**src/rtl/link_sup_pkg.sv**
```systemverilog
// Constants and types of the Ethernet link-loss supervisor
package link_sup_pkg;
  // ********************************
  // Register map
  // ********************************
  localparam logic [7:0] ADDR_CFG_LOSS = 8'h00;
  localparam logic [7:0] ADDR_CFG_NET = 8'h04;
  localparam logic [7:0] ADDR_KA_INTERVAL = 8'h08;
  localparam logic [7:0] ADDR_SLOT01 = 8'h0C;
  localparam logic [7:0] ADDR_SLOT23 = 8'h10;
  localparam logic [7:0] ADDR_STATUS = 8'h14;
  localparam logic [7:0] ADDR_IRQ_STAT = 8'h18;
  localparam logic [7:0] ADDR_IRQ_MASK = 8'h1C;
  localparam logic [7:0] ADDR_CMD = 8'h20;
  // ********************************
  // Field positions and reset values
  // ********************************
  localparam int SEL2_LSB = 0;
  localparam int ACT_LSB = 16;
  localparam int STOP_BIT = 18;
  localparam int DIAG_LSB = 0;
  localparam int RELAY_LSB = 16;
  localparam int CMD_CLR_LINK = 0;
  localparam int CMD_CLR_DUP = 1;
  localparam logic [31:0] CFG_LOSS_RST = 32'h0003270F;
  localparam logic [31:0] CFG_NET_RST = 32'h00000000;
  localparam logic [31:0] KA_INTERVAL_RST = 32'h000003E8;
  localparam logic [31:0] SLOT_RST = 32'h270F270F;
  localparam logic [4:0] IRQ_MASK_RST = 5'h00;
  // ********************************
  // Selector codes
  // ********************************
  localparam logic [15:0] SEL_OFF = 16'h0000;
  localparam logic [15:0] SEL_ACT_MAX = 16'h0003;
  localparam logic [15:0] SEL_BOTH = 16'h22B8;
  localparam logic [15:0] SEL_ANY = 16'h270F;
  localparam logic [15:0] DIAG_SNMP = 16'h0001;
  localparam logic [15:0] DIAG_DUP = 16'h0002;
  localparam logic [15:0] SLOT_NO_SNMP = 16'h8892;
  localparam logic STOP_ALARM = 1'b0;
  localparam logic [2:0] KA_MAX_PROBES = 3'h7;
  // Interrupt bit positions
  localparam int IRQ_LINK_FAULT = 0;
  localparam int IRQ_WARN = 1;
  localparam int IRQ_DUP = 2;
  localparam int IRQ_PROBE = 3;
  localparam int IRQ_CLOSE = 4;
  localparam int IRQ_W = 5;
  typedef enum logic [1:0] {
    ACT_OFF = 2'b00,
    ACT_WARN = 2'b01,
    ACT_ALARM = 2'b10,
    ACT_TRIP = 2'b11
  } loss_act_t;
  typedef enum logic [1:0] {
    PANEL_NONE = 2'b00,
    PANEL_WARN = 2'b01,
    PANEL_FAULT = 2'b10
  } panel_t;
endpackage

```
**src/rtl/keepalive_if.sv**
```systemverilog
// Signals between the supervisor and its keepalive timer
`timescale 1ns/1ns
interface keepalive_if;
  logic tcp_open;
  logic peer_resp;
  logic [31:0] interval;
  logic probe;
  logic force_close;
  logic [2:0] probe_cnt;
  modport ctl (output tcp_open, peer_resp, interval, input probe, force_close, probe_cnt);
  modport timer (input tcp_open, peer_resp, interval, output probe, force_close, probe_cnt);
endinterface

```
**src/rtl/link_loss_supervisor.sv**
```systemverilog
// Ethernet link-loss supervisor with APB registers and interrupt
`timescale 1ns/1ns
module link_loss_supervisor
  import link_sup_pkg::*;
(
  // Clock and reset
  input wire logic pclk,
  input wire logic presetn,
  // APB slave
  input wire logic psel,
  input wire logic penable,
  input wire logic pwrite,
  input wire logic [7:0] paddr,
  input wire logic [31:0] pwdata,
  output logic [31:0] prdata,
  output logic pready,
  output logic pslverr,
  // PHY link status pins
  input wire logic first_eth_port_link_up,
  input wire logic second_eth_port_link_up,
  // Drive state
  input wire logic drive_running,
  input wire logic drive_reset_active,
  input wire logic cyclic_active,
  input wire logic speed_cfg_changed,
  input wire logic ip_cfg_changed,
  // TCP/IP stack
  input wire logic tcp_open,
  input wire logic peer_response,
  input wire logic dup_ip_detected,
  // Indications
  output logic link_loss_warning,
  output logic alarm_output,
  output logic link_loss_fault,
  output link_sup_pkg::panel_t panel_code,
  output logic duplicate_addr_fault,
  output logic dup_check_req,
  output logic snmp_enable,
  output logic relay_enable,
  output logic keepalive_send,
  output logic tcp_force_close,
  output logic irq
);
  import link_sup_pkg::*;

  // ********************************
  // Registers and nets
  // ********************************
  logic [31:0] cfg_loss_r;
  logic [31:0] cfg_net_r;
  logic [31:0] ka_interval_r;
  logic [31:0] slot01_r;
  logic [31:0] slot23_r;
  logic [IRQ_W-1:0] irq_stat_r;
  logic [IRQ_W-1:0] irq_mask_r;
  logic [31:0] prdata_r;
  logic pready_r;
  logic pslverr_r;
  logic [1:0] meta_r;
  logic [1:0] sync_r;
  logic [1:0] prev_r;
  logic warn_r;
  logic alarm_r;
  logic fault_r;
  logic fault_nxt;
  panel_t panel_r;
  logic dup_r;
  logic dup_req_r;
  logic snmp_r;
  logic relay_r;
  logic cfg_chg_r;
  logic reset_prev_r;
  logic irq_r;
  logic [1:0] loss;
  logic [1:0] link_rise;
  logic [2:0] path;
  logic trip_req;
  logic wr_en;
  logic setup;
  logic clr_link;
  logic clr_dup;
  logic addr_ok;
  logic dup_en;
  logic snmp_sel;
  logic slot_block;
  logic [IRQ_W-1:0] irq_evt;
  loss_act_t act1;
  logic [15:0] sel2;
  logic [15:0] diag_sel;
  logic [15:0] relay_sel;
  keepalive_if ka ();

  assign act1 = loss_act_t'(cfg_loss_r[ACT_LSB +: 2]);
  assign sel2 = cfg_loss_r[SEL2_LSB +: 16];
  assign diag_sel = cfg_net_r[DIAG_LSB +: 16];
  assign relay_sel = cfg_net_r[RELAY_LSB +: 16];

  // ********************************
  // APB slave
  // ********************************
  assign setup = psel && !penable;
  assign wr_en = psel && penable && pready_r && pwrite;
  assign clr_link = wr_en && paddr == ADDR_CMD && pwdata[CMD_CLR_LINK];
  assign clr_dup = wr_en && paddr == ADDR_CMD && pwdata[CMD_CLR_DUP];

  always_comb begin
    unique case (paddr)
      ADDR_CFG_LOSS, ADDR_CFG_NET, ADDR_KA_INTERVAL, ADDR_SLOT01, ADDR_SLOT23, ADDR_STATUS,
      ADDR_IRQ_STAT, ADDR_IRQ_MASK, ADDR_CMD: addr_ok = 1'b1;
      default: addr_ok = 1'b0;
    endcase
  end

  // Answer in the first access cycle; read data captured at setup
  always_ff @(posedge pclk or negedge presetn) begin
    if (!presetn) begin
      pready_r <= 1'b0;
      pslverr_r <= 1'b0;
      prdata_r <= 32'h0;
    end else begin
      pready_r <= setup;
      pslverr_r <= setup && !addr_ok;
      if (setup && !pwrite) begin
        unique case (paddr)
          ADDR_CFG_LOSS: prdata_r <= cfg_loss_r;
          ADDR_CFG_NET: prdata_r <= cfg_net_r;
          ADDR_KA_INTERVAL: prdata_r <= ka_interval_r;
          ADDR_SLOT01: prdata_r <= slot01_r;
          ADDR_SLOT23: prdata_r <= slot23_r;
          ADDR_STATUS: prdata_r <= {18'h0, ka.probe_cnt, dup_en, relay_r, snmp_r, dup_r, fault_r,
                                    alarm_r, warn_r, 2'h0, sync_r};
          ADDR_IRQ_STAT: prdata_r <= {27'h0, irq_stat_r};
          ADDR_IRQ_MASK: prdata_r <= {27'h0, irq_mask_r};
          default: prdata_r <= 32'h0;
        endcase
      end
    end
  end

  // Configuration registers
  always_ff @(posedge pclk or negedge presetn) begin
    if (!presetn) begin
      cfg_loss_r <= CFG_LOSS_RST;
      cfg_net_r <= CFG_NET_RST;
      ka_interval_r <= KA_INTERVAL_RST;
      slot01_r <= SLOT_RST;
      slot23_r <= SLOT_RST;
      irq_mask_r <= IRQ_MASK_RST;
    end else if (wr_en) begin
      unique case (paddr)
        ADDR_CFG_LOSS: cfg_loss_r <= {13'h0, pwdata[STOP_BIT:0]};
        ADDR_CFG_NET: cfg_net_r <= pwdata;
        ADDR_KA_INTERVAL: ka_interval_r <= pwdata;
        ADDR_SLOT01: slot01_r <= pwdata;
        ADDR_SLOT23: slot23_r <= pwdata;
        ADDR_IRQ_MASK: irq_mask_r <= pwdata[IRQ_W-1:0];
        default: ;
      endcase
    end
  end

  // ********************************
  // Link status synchroniser
  // ********************************
  genvar gi;
  generate
    for (gi = 0; gi < 2; gi++) begin : g_port
      always_ff @(posedge pclk or negedge presetn) begin
        if (!presetn) begin
          meta_r[gi] <= 1'b1;
          sync_r[gi] <= 1'b1;
          prev_r[gi] <= 1'b1;
        end else begin
          meta_r[gi] <= gi == 0 ? first_eth_port_link_up : second_eth_port_link_up;
          sync_r[gi] <= meta_r[gi];
          prev_r[gi] <= sync_r[gi];
        end
      end
      assign loss[gi] = !sync_r[gi];
      assign link_rise[gi] = sync_r[gi] && !prev_r[gi];
    end
  endgenerate

  // ********************************
  // Loss evaluation
  // ********************************
  // Returns {trip, alarm, warning} for one action and its condition
  function automatic logic [2:0] act_eval(input loss_act_t act, input logic cond);
    logic [2:0] r;
    r = 3'h0;
    if (cond) begin
      unique case (act)
        ACT_OFF: r = 3'b000;
        ACT_WARN: r = 3'b001;
        ACT_ALARM: r = 3'b011;
        ACT_TRIP: r = 3'b100;
      endcase
    end
    return r;
  endfunction

  always_comb begin
    if (sel2 <= SEL_ACT_MAX) begin
      path = act_eval(act1, loss[0]) | act_eval(loss_act_t'(sel2[1:0]), loss[1]);
    end else if (sel2 == SEL_BOTH) begin
      path = act_eval(act1, loss[0] && loss[1]);
    end else begin
      path = act_eval(act1, loss[0] || loss[1]);
    end
  end

  assign trip_req = (path[2] && drive_running && !drive_reset_active)
                    || (cyclic_active && |loss);
  assign fault_nxt = trip_req || (fault_r && !clr_link);

  // Warning follows the condition; fault latches until cleared
  always_ff @(posedge pclk or negedge presetn) begin
    if (!presetn) begin
      warn_r <= 1'b0;
      alarm_r <= 1'b0;
      fault_r <= 1'b0;
      panel_r <= PANEL_NONE;
    end else begin
      warn_r <= path[0];
      fault_r <= fault_nxt;
      alarm_r <= path[1] || (fault_nxt && cfg_loss_r[STOP_BIT] == STOP_ALARM);
      if (fault_nxt) begin
        panel_r <= PANEL_FAULT;
      end else if (path[0]) begin
        panel_r <= PANEL_WARN;
      end else begin
        panel_r <= PANEL_NONE;
      end
    end
  end

  // ********************************
  // Network diagnosis
  // ********************************
  assign snmp_sel = diag_sel == DIAG_SNMP || diag_sel == SEL_ANY;
  assign dup_en = diag_sel == DIAG_DUP || diag_sel == SEL_ANY;
  assign slot_block = slot01_r[15:0] == SLOT_NO_SNMP || slot01_r[31:16] == SLOT_NO_SNMP
                      || slot23_r[15:0] == SLOT_NO_SNMP || slot23_r[31:16] == SLOT_NO_SNMP;

  always_ff @(posedge pclk or negedge presetn) begin
    if (!presetn) begin
      snmp_r <= 1'b0;
      dup_req_r <= 1'b0;
      dup_r <= 1'b0;
    end else begin
      snmp_r <= snmp_sel && !slot_block;
      dup_req_r <= dup_en && |link_rise;
      dup_r <= (dup_en && dup_ip_detected) || (dup_r && !clr_dup);
    end
  end

  // ********************************
  // Relay during drive reset
  // ********************************
  always_ff @(posedge pclk or negedge presetn) begin
    if (!presetn) begin
      cfg_chg_r <= 1'b0;
      reset_prev_r <= 1'b0;
      relay_r <= 1'b1;
    end else begin
      reset_prev_r <= drive_reset_active;
      cfg_chg_r <= speed_cfg_changed || ip_cfg_changed || (cfg_chg_r && !(reset_prev_r && !drive_reset_active));
      relay_r <= !drive_reset_active
                 || (relay_sel == SEL_OFF && !cfg_chg_r && !speed_cfg_changed && !ip_cfg_changed);
    end
  end

  // ********************************
  // Keepalive
  // ********************************
  assign ka.tcp_open = tcp_open;
  assign ka.peer_resp = peer_response;
  assign ka.interval = ka_interval_r;

  tcp_keepalive u_keepalive (
    .pclk(pclk),
    .presetn(presetn),
    .ka(ka.timer)
  );

  // ********************************
  // Interrupts
  // ********************************
  assign irq_evt = {ka.force_close, ka.probe, dup_ip_detected && dup_en, path[0] && !warn_r, trip_req};

  always_ff @(posedge pclk or negedge presetn) begin
    if (!presetn) begin
      irq_stat_r <= '0;
      irq_r <= 1'b0;
    end else begin
      if (wr_en && paddr == ADDR_IRQ_STAT) begin
        irq_stat_r <= (irq_stat_r & ~pwdata[IRQ_W-1:0]) | irq_evt;
      end else begin
        irq_stat_r <= irq_stat_r | irq_evt;
      end
      irq_r <= |(irq_stat_r & irq_mask_r);
    end
  end

  // ********************************
  // Outputs
  // ********************************
  assign prdata = prdata_r;
  assign pready = pready_r;
  assign pslverr = pslverr_r;
  assign link_loss_warning = warn_r;
  assign alarm_output = alarm_r;
  assign link_loss_fault = fault_r;
  assign panel_code = panel_r;
  assign duplicate_addr_fault = dup_r;
  assign dup_check_req = dup_req_r;
  assign snmp_enable = snmp_r;
  assign relay_enable = relay_r;
  assign keepalive_send = ka.probe;
  assign tcp_force_close = ka.force_close;
  assign irq = irq_r;
endmodule

```
**src/rtl/tcp_keepalive.sv**
```systemverilog
// TCP keepalive timer with alive-check count and forced close
`timescale 1ns/1ns
module tcp_keepalive
  import link_sup_pkg::*;
(
  // Clock and reset
  input wire logic pclk,
  input wire logic presetn,
  // Control side
  keepalive_if.timer ka
);
  logic [31:0] timer_r;
  logic [2:0] cnt_r;
  logic probe_r;
  logic close_r;
  logic expired;

  assign expired = ka.tcp_open && !ka.peer_resp && (timer_r + 32'h1 >= ka.interval);

  // Silence timer restarts on every response and every expiry
  always_ff @(posedge pclk or negedge presetn) begin
    if (!presetn) begin
      timer_r <= 32'h0;
    end else if (!ka.tcp_open || ka.peer_resp || expired) begin
      timer_r <= 32'h0;
    end else begin
      timer_r <= timer_r + 32'h1;
    end
  end

  // Alive checks are counted; the expiry after the seventh closes
  always_ff @(posedge pclk or negedge presetn) begin
    if (!presetn) begin
      cnt_r <= 3'h0;
      probe_r <= 1'b0;
      close_r <= 1'b0;
    end else begin
      probe_r <= expired && (cnt_r != KA_MAX_PROBES);
      close_r <= expired && (cnt_r == KA_MAX_PROBES);
      if (!ka.tcp_open || ka.peer_resp || (expired && cnt_r == KA_MAX_PROBES)) begin
        cnt_r <= 3'h0;
      end else if (expired) begin
        cnt_r <= cnt_r + 3'h1;
      end
    end
  end

  assign ka.probe = probe_r;
  assign ka.force_close = close_r;
  assign ka.probe_cnt = cnt_r;
endmodule

```
**config.mk**
```make
export PLATFORM = sky130hd
export DESIGN_NAME = link_loss_supervisor
export DESIGN_NICKNAME = d
export VERILOG_FILES = /design/src/rtl/link_sup_pkg.sv /design/src/rtl/keepalive_if.sv /design/src/rtl/link_loss_supervisor.sv /design/src/rtl/tcp_keepalive.sv
export SDC_FILE = /design/constraint.sdc
export NUM_CORES = 1
export LEC_CHECK = 0
export BUFFER_PORTS_ARGS = -buffer_cell sky130_fd_sc_hd__buf_2
export CAP_MARGIN = 10
export CORE_AREA = 2 2 153 155
export DETAILED_ROUTE_END_ITERATION = 10
export DIE_AREA = 0 0 155 157
export PLACE_DENSITY = 0.73
export SKIP_CTS_REPAIR_TIMING = 1
export SYNTH_ARGS = -nofsm -noshare
export SYNTH_HDL_FRONTEND = slang
export SYNTH_SLANG_ARGS = --single-unit
```
**constraint.sdc**
```tcl
create_clock -name pclk -period 3.43 [get_ports pclk]
set_clock_uncertainty 0.2 [all_clocks]
set_input_delay 0.1715 -clock pclk [delete_from_list [all_inputs] [get_ports pclk]]
set_output_delay 0.1715 -clock pclk [all_outputs]
set_load 0.005 [all_outputs]
```
==> results of run 1 <==
[state kept, by name, indices dropped and copies added (netlist names), 2 cells and up]
register,flops
prdata,32
prev_r,2
cfg_net_r,32
u_keepalive.timer_r,32
irq_stat_r,5
slot01_r,32
irq_mask_r,5
meta_r,2
slot23_r,32
u_keepalive.ka.probe_cnt,3
cfg_loss_r,19
ka.interval,32
sync_r,2
[cells in the final DEF (no fill, tap or decap), types with 38 or more instances in the layout]
master / count
a21oi_1: 47
nand2_1: 54
mux2_2: 123
dfstp_2: 55
inv_1: 46
ha_1: 38
buf_4: 41
nor2_1: 43
buf_2: 99
dfrtp_1: 190
dlygate4sd3_1: 50
[metal layers]
layer / share of wire [%] / up-vias
met5: 0 / -
met4: 2.8 / 0
met3: 7.6 / 63
met2: 46 / 337
met1: 44 / 4553
li1: - / 4105
[synthesized netlist by cell type, types with 20 or more instances]
cell	instances	area, µm²
nand2_1	55	206.5
xnor2_1	20	175.2
mux2_4	30	450.4
dfrtp_1	190	4755
nand4_1	22	137.6
dfstp_2	55	1445
nor2_1	47	176.4
nand3_1	25	125.1
nor2b_1	34	212.7
a22o_1	30	262.8
a21oi_1	49	245.2
mux2_2	123	1385
inv_1	46	172.7
ha_1	40	500.5
[power by group]
part | total (W) | internal (W) | switching (W)
Clock | 0.00287 | 0.00166 | 0.00122
Combinational | 0.000437 | 0.000192 | 0.000245
Sequential | 0.00304 | 0.00298 | 0.0000624
Total | 0.00635 | 0.00482 | 0.00152
[worst max-delay path, delay by kind of cell, from the launching register on]
| family | cells | cell delay (ns) |
|---|---|---|
| xor+xnor | 1 | 0.25 |
| flops | 1 | 0.35 |
| fa+ha+maj | 1 | 0.29 |
| buf+inv | 2 | 0.38 |
| compound gates | 4 | 0.91 |
| simple gates | 6 | 1.04 |
[cells by family (layout without fill, tap and decap cells)]
group / count (synthesis) / in the layout / synth area share, %
and+or+nand+nor: 274 / 274 / 12.86
AOI/OAI and AO/OA: 173 / 173 / 10.23
buffers and inverters: 90 / 296 / 3.278
DFF: 245 / 245 / 51.40
muxes: 160 / 160 / 15.91
xor gates and xnor gates: 30 / 30 / 2.178
adders and majority gates: 40 / 40 / 4.149
[final cells by class]
type	count	area [µm²]	area share (%)
Clock buffer	39	813.3	5.444
Tap cell	285	356.6	2.387
Inverter	46	172.7	1.156
Timing Repair Buffer	198	1451	9.715
Clock inverter	13	82.58	0.5528
Multi-Input combinational cell	677	5863	39.25
Sequential cell	245	6200	41.50
[how the worst max path moves through the flow]
stage                     slack (ns)  cells after the start                                end                              from
after floorplan                -0.04                     13  u_keepalive.timer_r[23]$_DFF_PN0_  u_keepalive.timer_r[2]$_DFF_PN0_
after global placement          0.04                     13  u_keepalive.timer_r[27]$_DFF_PN0_  u_keepalive.timer_r[1]$_DFF_PN0_
after detailed placement       -0.06                     15  u_keepalive.timer_r[24]$_DFF_PN0_  u_keepalive.timer_r[1]$_DFF_PN0_
after CTS                      -0.09                     15  u_keepalive.timer_r[19]$_DFF_PN0_  u_keepalive.timer_r[1]$_DFF_PN0_
after global routing           -0.22                     13  u_keepalive.timer_r[29]$_DFF_PN0_  u_keepalive.timer_r[1]$_DFF_PN0_
final                          -0.04                     14  u_keepalive.timer_r[29]$_DFF_PN0_  u_keepalive.timer_r[3]$_DFF_PN0_
[metrics by stage]
step | instance area [µm²] | setup TNS, ns
after floorplan | 12080 | -1.030
after global placement | 13070 | 0
after detailed placement | 13070 | -1.693
after CTS | 13970 | -2.802
after global routing | 14940 | -6.071
final | 14940 | -0.3361
==> results.cfg, run 1 <==
[yosys]
netlist_area_mm2 = 0.01206
synth_warnings = 0
syn-num-nets = 1107
synthArstFlopShare_pct = 100.0
synth_cell_types = 63
synth_edf_count = 0
syn_inst = 1012
ys_seq_area_share_pct = 51.40
synth_top_flop_cell = dfrtp_1
synth-seq-cells = 245
postSynthAreaPerCell_um2 = 11.92

[die]
dieArea_mm2 = 0.02434
pin_count = 101
die_w_um = 155
start_util_pct = 53.61
row_count = 55
core_mm2 = 0.02250
chipHeight_um = 157

[timing]
tightest_slew_ns = 0.9753
slew_viol_final = 0
whs_ns = 0.02254
slew_headroom_pct = 34.74
fin_crit_sh_pct = 101.2
rsz0062_at_grt = yes
min_period_ns = 3.472
hold_violations = 0
worst_slack_ns = -0.04185
setup_viol = 20
clock.fmax_mhz = 288.0

[placement]
dpl.hpwl_um = 22580
gp_congestion = 0.8788
io_buffer_count = 100
place_ws_ns = -0.06373
numPlacedInstances = 1392

[critical_path]
r2r_slack_ns = -0.04
required_ns = 3.69
endpoint_kind = flip-flop
path_cells = and3_4 > nand4_1 > or2_4 > buf_4 > nor2_2 > xor2_1 > ha_1 > a21oi_1 > o21a_1 > o22ai_2 > o41ai_2 > nand3_4 > clkbuf_16 > nor2b_1
cp_slowest_cell = o41ai_2
worstPathMaxFanout = 8
start_kind = flip-flop
timing.rr.start = u_keepalive.timer_r[3]$_DFF_PN0_
critPathKind = flip-flop to flip-flop
critPathMaxStageDelay_ns = 0.53
reg2reg_depth = 14
worstReg2RegEnd = u_keepalive.timer_r[29]$_DFF_PN0_
arrival_ns = 3.74

[grt]
grt_pass1_vias = 8894
grt_pass1_wl_um = 50320
grt_max_degree = 116
grt_use_total_pct = 26.57
antenna_found_initial = 0
grt-ovfl-total = 0
use_met1_pct = 38.77
grtUsageMet3_pct = 4.956
grt.busiest_layer = met2
met2_usage_pct = 40.55

[worst_hold_path]
hold_start = paddr[6]
hold_class = primary input to flip-flop
hold-path-cell-count = 4
hold_end = pslverr$_DFF_PN0_

[detailed_routing]
viasPerCell = 6.027
first_pass_iters = 5
route.detailed.drc = 0
wl_um = 33290
drt_iter0_markers = 799
wl_per_cell_um = 22.15
drtAntennaViolNets = 0
vias = 9058

[clock_network]
clkLatencyLatePin_ns = 0.54
cts_htree_levels = 1
clockRootBuffer = clkbuf_16
clkTransAtPathRegs_ns = 0.06
clock-sinks = 245
cts-buffers-inserted = 28
cts_buffer_depth = 3
cts_tree = yes

[cells_and_area]
fin_util_pct = 66.39
antenna_cells = 0
drive_above_1_share_pct = 38.59
nNetsFinal = 1291
syn_to_final_growth_pct = 23.85
finalNonFillerCells = 1503
fill_cells = 1661

[status]
violations = negative setup slack
status = finished with violations

[flow_run]
maxCapViolCount = 0

[pwr]
p_leak_nw = 6.944
powerDensity_mw_per_mm2 = 424.8
power_w = 0.006347
ir_drop_uv = 337.1
No activity file was read; power rests on OpenSTA's default activity.
==> run 2, diff against run 1 <==
--- a/config.mk
+++ b/config.mk
@@ -7,9 +7,9 @@
 export LEC_CHECK = 0
 export BUFFER_PORTS_ARGS = -buffer_cell sky130_fd_sc_hd__buf_2
 export CAP_MARGIN = 10
-export CORE_AREA = 2 2 153 155
+export CORE_AREA = 2 2 116 203
 export DETAILED_ROUTE_END_ITERATION = 10
-export DIE_AREA = 0 0 155 157
+export DIE_AREA = 0 0 118 205
 export PLACE_DENSITY = 0.73
 export SKIP_CTS_REPAIR_TIMING = 1
 export SYNTH_ARGS = -nofsm -noshare
==> run 2 against run 1 <==
Effect of this change:
- the run ends with negative hold slack, negative setup slack left
- wire length increased by 5.8%
- combinational power about the same
- worst setup slack improved by 0.020 ns
- power decreased by 2.7%
- worst hold slack got worse by 0.048 ns
- clock power decreased by 6%
- register-to-register slack improved by 0.02 ns
- non-clock buffer count increased by 16
- first-iteration DRC count increased by 2.8%
- sequential power about the same
- critical path type unchanged
- largest cell class unchanged
- highest routed layer unchanged
==> results.cfg, run 2 (synthesis results as in run 1) <==
[status]
status = finished with violations
violations = negative hold slack, negative setup slack

[die]
die_w_um = 118
core_mm2 = 0.02256
dieArea_mm2 = 0.02419
row_count = 73
pin_count = 101
start_util_pct = 53.47
chipHeight_um = 205

[clock_network]
cts-buffers-inserted = 23
clkLatencyLatePin_ns = 0.54
cts_tree = yes
clockRootBuffer = clkbuf_16
clkTransAtPathRegs_ns = 0.07
clock-sinks = 245
cts_htree_levels = 1
cts_buffer_depth = 3

[grt]
grt.busiest_layer = met2
antenna_found_initial = 0
grtUsageMet3_pct = 3.675
met2_usage_pct = 50.93
grt_pass1_wl_um = 52470
use_met1_pct = 30.71
grt_use_total_pct = 28.17
grt_pass1_vias = 9476
grt_max_degree = 77
grt-ovfl-total = 0

[placement]
io_buffer_count = 100
dpl.hpwl_um = 24570
gp_congestion = 0.9276
numPlacedInstances = 1420

[pwr]
power_w = 0.006174
p_leak_nw = 6.958
p_sw_share_pct = 23.44
powerDensity_mw_per_mm2 = 414.9
p_sw_w = 0.001447
pwr-share-clk_pct = 43.9
p_comb_share_pct = 7.1
ir_drop_uv = 635.7
p_seq_share_pct = 49.0
internal_power_w = 0.004727

[critical_path]
cp_slowest_cell = dfrtp_1
critPathKind = flip-flop to flip-flop
endpoint_kind = flip-flop
required_ns = 3.65
reg2reg_depth = 15
timing.rr.start = u_keepalive.timer_r[11]$_DFF_PN0_
worst_path_most_repeated_cell = and4_4
start_kind = flip-flop
critPathMaxStageDelay_ns = 0.36
arrival_ns = 3.67
path_cells = and4_4 > nand4_4 > nor4_4 > buf_6 > and4_4 > xor2_2 > ha_1 > and4_4 > nand2_2 > nor4_2 > buf_4 > o41ai_4 > nand3_4 > clkbuf_16 > nor2b_1
worstPathMaxFanout = 8
worstReg2RegEnd = u_keepalive.timer_r[28]$_DFF_PN0_
r2r_slack_ns = -0.02

[timing]
clock.fmax_mhz = 289.7
rsz0062_at_grt = yes
slew_viol_final = 0
min_period_ns = 3.452
whs_ns = -0.02584
worst_slack_ns = -0.02194
tightest_slew_ns = 0.8335
setup_viol = 21
slew_headroom_pct = 43.92
hold_violations = 7
fin_crit_sh_pct = 100.6

[cells_and_area]
drive_above_1_share_pct = 38.15
finalNonFillerCells = 1524
fill_cells = 1688
mostFrequentLayoutCells = dfrtp_1 (190), mux2_2 (123), buf_2 (99)
nNetsFinal = 1302
seqCellArea_mm2 = 0.006200
final_common_cell = dfrtp_1
multi_input_area_mm2 = 0.005759
fin_util_pct = 65.96
antenna_cells = 0
syn_to_final_growth_pct = 23.37

[detailed_routing]
drt_iter0_markers = 821
wl_um = 35220
drtAntennaViolNets = 0
first_pass_iters = 5
wl_per_cell_um = 23.11
viasPerCell = 6.082
vias = 9269
route.detailed.drc = 0

[worst_hold_path]
hold_class = primary input to async pin

[flow_run]
maxCapViolCount = 0
-- run 2: routing by layer --
metal | vias up | part of all wire, %
met5 | - | 0
met1 | 4702 | 35
li1 | 4101 | -
met4 | 0 | 7.1
met2 | 347 | 54
met3 | 119 | 4.2
-- run 2: critical path: cells and delay by family (launching register included) --
kind            cells  cell delay (ns)
compound gates      1             0.09
buf+inv             3             0.52
fa+ha+maj           1             0.32
simple gates        9             1.75
xor+xnor            1             0.08
flops               1             0.36
-- run 2: final cells by class --
cell class | count | share of cell area [%]
multi-input cells | 677 | 38.70
flip-flops and latches | 245 | 41.66
clock inverters | 13 | 1.093
repair buffers | 214 | 10.58
inverters | 46 | 1.160
well taps | 300 | 2.522
clock buffers | 29 | 4.288
-- run 2: metrics by stage --
| step | area (µm²) | setup TNS (ns) | hold slack [ns] | worst slack [ns] |
|---|---|---|---|---|
| global placement | 13190 | -1.469 | -0.02395 | -0.04749 |
| detailed placement | 13190 | -2.696 | -0.02001 | -0.09491 |
| CTS | 13990 | -3.660 | -0.5767 | -0.1282 |
| floorplan | 12080 | -1.030 | -0.3241 | -0.03514 |
| finish | 14880 | -0.2572 | -0.02584 | -0.02194 |
| global route | 14880 | -4.797 | 0.02240 | -0.1496 |
-- run 2: how the worst max path moves through the flow --
| stage | slack [ns] | to | startpoint | cells after the start |
|---|---|---|---|---|
| floorplan | -0.04 | u_keepalive.timer_r[23]$_DFF_PN0_ | u_keepalive.timer_r[2]$_DFF_PN0_ | 13 |
| global placement | -0.05 | u_keepalive.timer_r[19]$_DFF_PN0_ | u_keepalive.timer_r[3]$_DFF_PN0_ | 13 |
| detailed placement | -0.09 | u_keepalive.timer_r[6]$_DFF_PN0_ | u_keepalive.timer_r[3]$_DFF_PN0_ | 13 |
| CTS | -0.13 | u_keepalive.timer_r[6]$_DFF_PN0_ | u_keepalive.timer_r[3]$_DFF_PN0_ | 13 |
| global route | -0.15 | u_keepalive.timer_r[19]$_DFF_PN0_ | u_keepalive.timer_r[0]$_DFF_PN0_ | 13 |
| finish | -0.02 | u_keepalive.timer_r[28]$_DFF_PN0_ | u_keepalive.timer_r[11]$_DFF_PN0_ | 15 |
-- run 2: power groups by stage --
stage / sequential [W] / combinational [W] / clock [W]
global route: 0.00303 / 0.000482 / 0.00287
floorplan: 0.00307 / 0.000133 / 0
CTS: 0.00302 / 0.000376 / 0.00275
detailed placement: 0.00308 / 0.000375 / 0
global placement: 0.00307 / 0.000367 / 0
finish: 0.00302 / 0.000438 / 0.00271
